[src/include/pew_pkg.sv]
// constants for the page-write memory host controller
package pew_pkg;
  localparam int unsigned CLK_HZ = 10000000;
  localparam int unsigned ADDR_W = 15;
  localparam int unsigned DATA_W = 8;
  localparam int unsigned COL_W = 6;
  localparam int unsigned PAGE_BYTES = 64;
  // times in their own units
  localparam int unsigned WP_NS = 150;
  localparam int unsigned AS_NS = 10;
  localparam int unsigned NEXT_LOAD_NS = 200;
  localparam int unsigned LOAD_WIN_US = 300;
  localparam int unsigned ACCESS_NS = 200;
  localparam int unsigned POLL_DLY_NS = 200;
  localparam int unsigned WRITE_MAX_MS = 10;
  localparam int unsigned NS_PER_CYC = 1000000000 / CLK_HZ;
  // least times round up
  localparam int unsigned WP_CYC = (WP_NS + NS_PER_CYC - 1) / NS_PER_CYC;
  localparam int unsigned AS_CYC0 = (AS_NS + NS_PER_CYC - 1) / NS_PER_CYC;
  localparam int unsigned AS_CYC = AS_CYC0 < 1 ? 1 : AS_CYC0;
  localparam int unsigned GAP_CYC =
    (NEXT_LOAD_NS + NS_PER_CYC - 1) / NS_PER_CYC;
  localparam int unsigned ACC_CYC =
    (ACCESS_NS + NS_PER_CYC - 1) / NS_PER_CYC;
  localparam int unsigned POLL_CYC =
    (POLL_DLY_NS + NS_PER_CYC - 1) / NS_PER_CYC;
  localparam int unsigned LOAD_WIN_CYC = LOAD_WIN_US * (CLK_HZ / 1000000);
  localparam int unsigned WRITE_MAX_CYC = WRITE_MAX_MS * (CLK_HZ / 1000);
  localparam int unsigned CNT_W = 20;
  localparam logic [DATA_W-1:0] DATA_RST = 8'h00;
  localparam logic [ADDR_W-1:0] ADDR_RST = 15'h0000;
  typedef enum logic [6:0] {
    PEW_IDLE  = 7'h01,
    PEW_SETUP = 7'h02,
    PEW_WLOW  = 7'h04,
    PEW_GAP   = 7'h08,
    PEW_RD    = 7'h10,
    PEW_WAIT  = 7'h20,
    PEW_POLL  = 7'h40
  } pew_state_t;
endpackage

[src/verilog/pew_host.sv]
// host controller driving a 32k x 8 page-write memory over its pins
//
// Behaviour
// - host keeps write enable high during every read.
// - write starts with chip select and write enable low, oe high.
// - host holds write enable low at least the minimum pulse width.
// - next byte no sooner than 0.2 us; device waits 300 us idle.
// - host may stretch a load by holding write enable low; here each pulse lasts WP_CYC cycles.
// - only logic levels used; chip erase mode not driven.
`timescale 1ns/100ps
`default_nettype none
module pew_host (
  input wire logic clock_in,
  input wire logic rstn_in,
  input wire logic req_valid_in,
  input wire logic req_write_in,
  input wire logic req_last_in,
  input wire logic [14:0] req_addr_in,
  input wire logic [7:0] req_data_in,
  output logic req_ready_out,
  output logic rd_valid_out,
  output logic [7:0] rd_data_out,
  output logic wr_done_out,
  output logic wr_timeout_out,
  output logic busy_out,
  output logic [14:0] mem_addr_out,
  output logic mem_ce_n_out,
  output logic mem_oe_n_out,
  output logic mem_we_n_out,
  input wire logic [7:0] mem_dq_in,
  output logic [7:0] mem_dq_out,
  output logic mem_dq_oe_n_out
);
  // ---------------------------------------------------------------
  // state
  // ---------------------------------------------------------------
  pew_pkg::pew_state_t st_q, st_d;
  logic [pew_pkg::CNT_W-1:0] cnt_q, cnt_d;
  logic [pew_pkg::CNT_W-1:0] tmo_q, tmo_d;
  logic [14:0] addr_q, addr_d;
  logic [7:0] wdat_q, wdat_d;
  logic [7:0] last_q, last_d;
  logic [8:0] row_q, row_d;
  logic in_page_q, in_page_d;
  logic ce_n_q, ce_n_d, oe_n_q, oe_n_d, we_n_q, we_n_d, dq_oe_n_q, dq_oe_n_d;
  logic rdv_q, rdv_d, done_q, done_d, tmof_q, tmof_d, lastf_q, lastf_d;
  logic [7:0] rdat_q, rdat_d;

  localparam logic [pew_pkg::CNT_W-1:0] C_AS = pew_pkg::AS_CYC[19:0];
  localparam logic [pew_pkg::CNT_W-1:0] C_WP = pew_pkg::WP_CYC[19:0];
  localparam logic [pew_pkg::CNT_W-1:0] C_GAP = pew_pkg::GAP_CYC[19:0];
  localparam logic [pew_pkg::CNT_W-1:0] C_ACC = pew_pkg::ACC_CYC[19:0];
  localparam logic [pew_pkg::CNT_W-1:0] C_POLL = pew_pkg::POLL_CYC[19:0];
  localparam logic [pew_pkg::CNT_W-1:0] C_WIN = pew_pkg::LOAD_WIN_CYC[19:0];
  localparam logic [pew_pkg::CNT_W-1:0] C_WMAX =
    pew_pkg::WRITE_MAX_CYC[19:0];

  function automatic logic same_row(input logic [14:0] a,
                                    input logic [8:0] r);
    same_row = (a[14:6] == r);
  endfunction

  // ---------------------------------------------------------------
  // next state
  // ---------------------------------------------------------------
  always_comb begin
    st_d = st_q;
    cnt_d = cnt_q + 20'h00001;
    tmo_d = tmo_q;
    addr_d = addr_q;
    wdat_d = wdat_q;
    last_d = last_q;
    row_d = row_q;
    in_page_d = in_page_q;
    ce_n_d = ce_n_q;
    oe_n_d = oe_n_q;
    we_n_d = we_n_q;
    dq_oe_n_d = dq_oe_n_q;
    rdv_d = 1'b0;
    done_d = 1'b0;
    tmof_d = 1'b0;
    lastf_d = lastf_q;
    rdat_d = rdat_q;
    case (st_q)
      pew_pkg::PEW_IDLE: begin
        // page stays open only while next byte is on the same row
        if (req_valid_in) begin
          cnt_d = 20'h00000;
          if (in_page_q && (!req_write_in ||
                            !same_row(req_addr_in, row_q))) begin
            // address kept, so polling still reads the last byte back
            st_d = pew_pkg::PEW_WAIT;
            tmo_d = 20'h00000;
          end else if (req_write_in) begin
            addr_d = req_addr_in;
            wdat_d = req_data_in;
            lastf_d = req_last_in;
            if (!in_page_q) row_d = req_addr_in[14:6];
            ce_n_d = 1'b0;
            oe_n_d = 1'b1;
            we_n_d = 1'b1;
            st_d = pew_pkg::PEW_SETUP;
          end else begin
            addr_d = req_addr_in;
            ce_n_d = 1'b0;
            oe_n_d = 1'b0;
            we_n_d = 1'b1;
            dq_oe_n_d = 1'b1;
            st_d = pew_pkg::PEW_RD;
          end
        end
      end
      pew_pkg::PEW_SETUP: begin
        if (cnt_q + 20'h00001 >= C_AS) begin
          we_n_d = 1'b0;
          dq_oe_n_d = 1'b0;
          cnt_d = 20'h00000;
          st_d = pew_pkg::PEW_WLOW;
        end
      end
      pew_pkg::PEW_WLOW: begin
        // holding low keeps the device load timer reset
        if (cnt_q + 20'h00001 >= C_WP) begin
          we_n_d = 1'b1;
          last_d = wdat_q;
          in_page_d = 1'b1;
          cnt_d = 20'h00000;
          st_d = pew_pkg::PEW_GAP;
        end
      end
      pew_pkg::PEW_GAP: begin
        if (cnt_q + 20'h00001 >= C_GAP) begin
          ce_n_d = 1'b1;
          dq_oe_n_d = 1'b1;
          if (lastf_q) begin
            tmo_d = 20'h00000;
            st_d = pew_pkg::PEW_WAIT;
          end else begin
            tmo_d = 20'h00000;
            st_d = pew_pkg::PEW_IDLE;
          end
        end
      end
      pew_pkg::PEW_RD: begin
        // latches are transparent, so sample only after full access
        if (cnt_q + 20'h00001 >= C_ACC) begin
          rdat_d = mem_dq_in;
          rdv_d = 1'b1;
          ce_n_d = 1'b1;
          oe_n_d = 1'b1;
          st_d = pew_pkg::PEW_IDLE;
        end
      end
      pew_pkg::PEW_WAIT: begin
        // device closes the page after its idle window
        tmo_d = tmo_q + 20'h00001;
        if (tmo_q + 20'h00001 >= C_WIN) begin
          cnt_d = 20'h00000;
          st_d = pew_pkg::PEW_POLL;
          ce_n_d = 1'b0;
          oe_n_d = 1'b0;
        end
      end
      pew_pkg::PEW_POLL: begin
        tmo_d = tmo_q + 20'h00001;
        if (cnt_q + 20'h00001 >= C_POLL) begin
          cnt_d = 20'h00000;
          if (mem_dq_in == last_q) begin
            done_d = 1'b1;
            in_page_d = 1'b0;
            ce_n_d = 1'b1;
            oe_n_d = 1'b1;
            st_d = pew_pkg::PEW_IDLE;
          end else if (tmo_q >= C_WIN + C_WMAX) begin
            tmof_d = 1'b1;
            in_page_d = 1'b0;
            ce_n_d = 1'b1;
            oe_n_d = 1'b1;
            st_d = pew_pkg::PEW_IDLE;
          end
        end
      end
      default: st_d = pew_pkg::PEW_IDLE;
    endcase
    // idle open page times out by itself at the device
    if (st_q == pew_pkg::PEW_IDLE && in_page_q && !req_valid_in) begin
      tmo_d = tmo_q + 20'h00001;
      if (tmo_q + 20'h00001 >= C_WIN) begin
        cnt_d = 20'h00000;
        st_d = pew_pkg::PEW_POLL;
        ce_n_d = 1'b0;
        oe_n_d = 1'b0;
      end
    end
  end

  // ---------------------------------------------------------------
  // registers
  // ---------------------------------------------------------------
  always_ff @(posedge clock_in or negedge rstn_in) begin
    if (!rstn_in) begin
      st_q <= pew_pkg::PEW_IDLE;
      cnt_q <= 20'h00000;
      tmo_q <= 20'h00000;
      addr_q <= pew_pkg::ADDR_RST;
      wdat_q <= pew_pkg::DATA_RST;
      last_q <= pew_pkg::DATA_RST;
      row_q <= 9'h000;
      in_page_q <= 1'b0;
      ce_n_q <= 1'b1;
      oe_n_q <= 1'b1;
      we_n_q <= 1'b1;
      dq_oe_n_q <= 1'b1;
      rdv_q <= 1'b0;
      done_q <= 1'b0;
      tmof_q <= 1'b0;
      lastf_q <= 1'b0;
      rdat_q <= pew_pkg::DATA_RST;
    end else begin
      st_q <= st_d;
      cnt_q <= cnt_d;
      tmo_q <= tmo_d;
      addr_q <= addr_d;
      wdat_q <= wdat_d;
      last_q <= last_d;
      row_q <= row_d;
      in_page_q <= in_page_d;
      ce_n_q <= ce_n_d;
      oe_n_q <= oe_n_d;
      we_n_q <= we_n_d;
      dq_oe_n_q <= dq_oe_n_d;
      rdv_q <= rdv_d;
      done_q <= done_d;
      tmof_q <= tmof_d;
      lastf_q <= lastf_d;
      rdat_q <= rdat_d;
    end
  end

  // ---------------------------------------------------------------
  // outputs
  // ---------------------------------------------------------------
  assign req_ready_out = (st_q == pew_pkg::PEW_IDLE);
  assign rd_valid_out = rdv_q;
  assign rd_data_out = rdat_q;
  assign wr_done_out = done_q;
  assign wr_timeout_out = tmof_q;
  assign busy_out = (st_q != pew_pkg::PEW_IDLE) || in_page_q;
  assign mem_addr_out = addr_q;
  assign mem_ce_n_out = ce_n_q;
  assign mem_oe_n_out = oe_n_q;
  assign mem_we_n_out = we_n_q;
  assign mem_dq_out = wdat_q;
  assign mem_dq_oe_n_out = dq_oe_n_q;
endmodule
`default_nettype wire

[config.mk]
export PLATFORM = sky130hd
export DESIGN_NAME = pew_host
export DESIGN_NICKNAME = d
export VERILOG_FILES = /design/src/include/pew_pkg.sv /design/src/verilog/pew_host.sv
export SDC_FILE = /design/constraint.sdc
export NUM_CORES = 1
export LEC_CHECK = 0
export BUFFER_PORTS_ARGS = -buffer_cell sky130_fd_sc_hd__buf_2
export CAP_MARGIN = 5
export CORE_MARGIN = 2
export CORE_UTILIZATION = 30
export CTS_CLUSTER_SIZE = 25
export DETAILED_ROUTE_END_ITERATION = 8
export PLACE_DENSITY = 0.54
export REMOVE_ABC_BUFFERS = 1
export SYNTH_ARGS = -nofsm -noshare
export SYNTH_HDL_FRONTEND = slang
export SYNTH_SLANG_ARGS = --single-unit
[constraint.sdc]
create_clock -name clock_in -period 3.74 [get_ports clock_in]
set_input_delay 0.187 -clock clock_in [delete_from_list [all_inputs] [get_ports clock_in]]
set_output_delay 0.187 -clock clock_in [all_outputs]
set_load 0.03 [all_outputs]
==> run_results.csv <==
group,metric,value,unit
worst_setup_path,worstPathMaxFanout,11,
synthesis,synthCells,549,
worst_setup_path,end_kind,"register",
clock_tree,cts_root_buffer,"clkbuf_16",
routing,viasPerCell,5.13,
floorplanning,ios,76,
floorplanning,chipHeight,142,um
sta,drv_slew,0,
sta,fin_skew,0.00976,ns
grt,grt_pass1_wl,21800,um
worst_setup_path,cp_common_cell,"nor2_1",
worst_setup_path,slowest_stage,"nor2_1",
worst_setup_path,max_stage_delay,0.63,ns
synthesis,synth_edf_count,0,
sta,relSlewSlack,45.3,%
clock_tree,clkTransAtPathRegs,0.08,ns
worst_setup_path,cp_cell_sequence,"ha_1, nand3_1, nor2_1, a31oi_1, o211a_1, o211ai_4, nor3_2, nor2_1, mux2_2",
sta,rsz0062_at_grt,"false",
routing,dr_total_vias,4384,
sta,whs,0.0585,ns
synthesis,syn_area_per_cell,10.4,um^2
grt,antenna_found_initial,0,
routing,wl_per_cell,14.9,um
placement,dpl.hpwl,9360,um
sta,final_hold_viol_count,0,
worst_setup_path,cp-start-kind,"register",
clock_tree,cts_tree,"done",
placement,port_buffers,75,
clock_tree,clock-sinks,104,
power_and_ir_drop,power_per_cell_area,705,nW/um^2
synthesis,syn_area,5730,um^2
final_layout,syn_to_final_growth,15.7,%
synthesis,ys_warn_count,0,
grt,grt-ovfl-total,0,
worst_setup_path,path_buf_inv,0,
grt,grt_max_degree,51,
synthesis,ys_seq_area_share,45.5,%
clock_tree,cts_setup_buffers,0,
routing,wl,12800,um
final_layout,nets,658,
run,cap_violations,0,
grt,track_usage,13.2,%
floorplanning,die_area,20200,um^2
routing,drt_iter0_markers,207,
placement,gp_congestion,0.927,
worst_setup_path,critPathKind,"reg2reg",
floorplanning,num_rows,50,
grt,grt_pass1_vias,4364,
floorplanning,core,18700,um^2
sta,setup_violations,0,
routing,drc,0,
synthesis,synth_seq_cells,104,
clock_tree,htree_levels,3,
power_and_ir_drop,p_leak,0.00290,uW
worst_setup_path,path_delay_family,"simple AND/OR/NAND/NOR gates",
sta,fin_crit_sh,89.8,%
sta,clock.fmax,298,MHz
clock_tree,clockBufferDepth,2,
routing,drt_pre_antenna_iters,5,
floorplanning,initial_core_util,30.6,%
floorplanning,fp.dieW,142,um
final_layout,final_common_cell,"dfrtp_1",
final_layout,layout_common_cells,"dfrtp_1 (99), buf_2 (74), nor2_1 (50), mux2_2 (50), nand2_1 (34)",
worst_setup_path,crit_arrival,3.60,ns
status,outcome,"finished, final reports clean",
worst_setup_path,cp.required,3.98,ns
final_layout,drive_above_1_share,28.2,%
power_and_ir_drop,irDropWorstVdd,390,uV
final_layout,num_antenna_cells,0,
sta,setup_tns,0,ns
sta,worst_pin_slew,0.814,ns
synthesis,synthArstFlopShare,100,%
synthesis,synth_ff_type,"dfrtp_1",
synthesis,yosysUniqueCellTypes,70,
min_path,hp-class,"in2reg",
routing,antenna_left,0,
sta,period_needed,3.36,ns
clock_tree,clk_latency,0.35,ns
clock_tree,numCtsBuffers,9,
==> kinds of logic (layout without fill, tap and decap cells) <==
family	count (synthesis)	count (layout)	synth area share, %
AOI/OAI and AO/OA	102	102	13.2
xor gates and xnor gates	41	41	6.27
adders and majority gates	6	6	1.31
buffers and inverters	45	117	3.67
DFF	104	104	45.5
muxes	55	55	10.7
and+or+nand+nor	196	196	19.3
==> state kept, by name, summed over array words and instances, names as in the netlist, 7 cells and up <==
name          cells
cnt_q            20
tmo_q            20
mem_addr_out     15
row_q             9
last_q            8
mem_dq_out        8
rd_data_out       8
st_q              7
==> report_power, final <==
part | switching [uW] | internal [uW]
Sequential | 236 | 1460
Combinational | 1250 | 746
Clock | 452 | 534
==> cells in the mapped netlist (4+ instances only) <==
master     n  area share, %
xor2_1    19            2.9
dfrtp_1   99             43
clkbuf_1   6           0.39
buf_2     15            1.3
xnor2_1   22            3.4
a31oi_1   21            2.3
dfstp_2    5            2.3
nand4_1   12            1.3
nor3b_1    5           0.66
nand3b_1   5           0.66
nor2_1    50            3.3
ha_1       6            1.3
o21ai_0   13            1.1
a21oi_1   22            1.9
nor4_1    10            1.1
or3_1      5           0.55
mux2i_1    5           0.87
and3_1     7           0.76
nand4_2    4           0.87
nand2_1   34            2.2
nand3_1   21            1.8
inv_1     18            1.2
nand2b_1   9           0.98
mux2_2    50            9.8
nor3_1    11           0.96
==> metal layers <==
layer	up-vias	GRT usage (%)	share of wire [%]	wire, um
met5	-	0	0	0
met4	0	5.84	2.5	321
met3	20	1.85	3.7	472
met2	96	22.1	48	6120
li1	2142	-	-	-
met1	2126	17.1	46	5840
==> final cells by class <==
type | instances | area [um^2]
flip-flops and latches | 104 | 2610
multi-input cells | 400 | 2910
clock inverters | 7 | 85.1
well taps | 234 | 293
fillers | 1887 | 12100
clock buffers | 9 | 225
repair buffers | 83 | 440
inverters | 18 | 67.6
==> per-stage QoR <==
stage	setup slack [ns]	power, uW	util, %	instance area (um^2)	cells
floorplan	0.669	3090	-	5590	522
global placement	0.490	3690	33.7	6310	838
detailed placement	0.308	3720	33.7	6310	838
CTS	0.285	4730	35.4	6630	855
global route	0.134	4980	35.4	6630	855
finish	0.381	4670	35.4	6630	855
==> final timing paths <==
path / start / end / slack (ns) / cells after the start
min in group asynchronous: rstn_in / mem_addr_out[9] / 0.40 / 2
hold reg to reg: mem_dq_oe_n_out / mem_dq_oe_n_out / 0.49 / 2
setup / recovery: cnt_q[0] / last_q[2] / 0.38 / 9
setup reg to reg: cnt_q[0] / last_q[2] / 0.38 / 9
hold / removal: req_data_in[0] / mem_dq_out[0] / 0.06 / 2
max in group asynchronous: rstn_in / mem_dq_oe_n_out / 2.43 / 3
==> timing repair <==
action | 4_1_cts | 5_1_grt
hold buffers | 1 | 0
resized for setup | 0 | 0
endpoints found under the hold margin | 47 | 0
(Power assumes the default switching activity.)
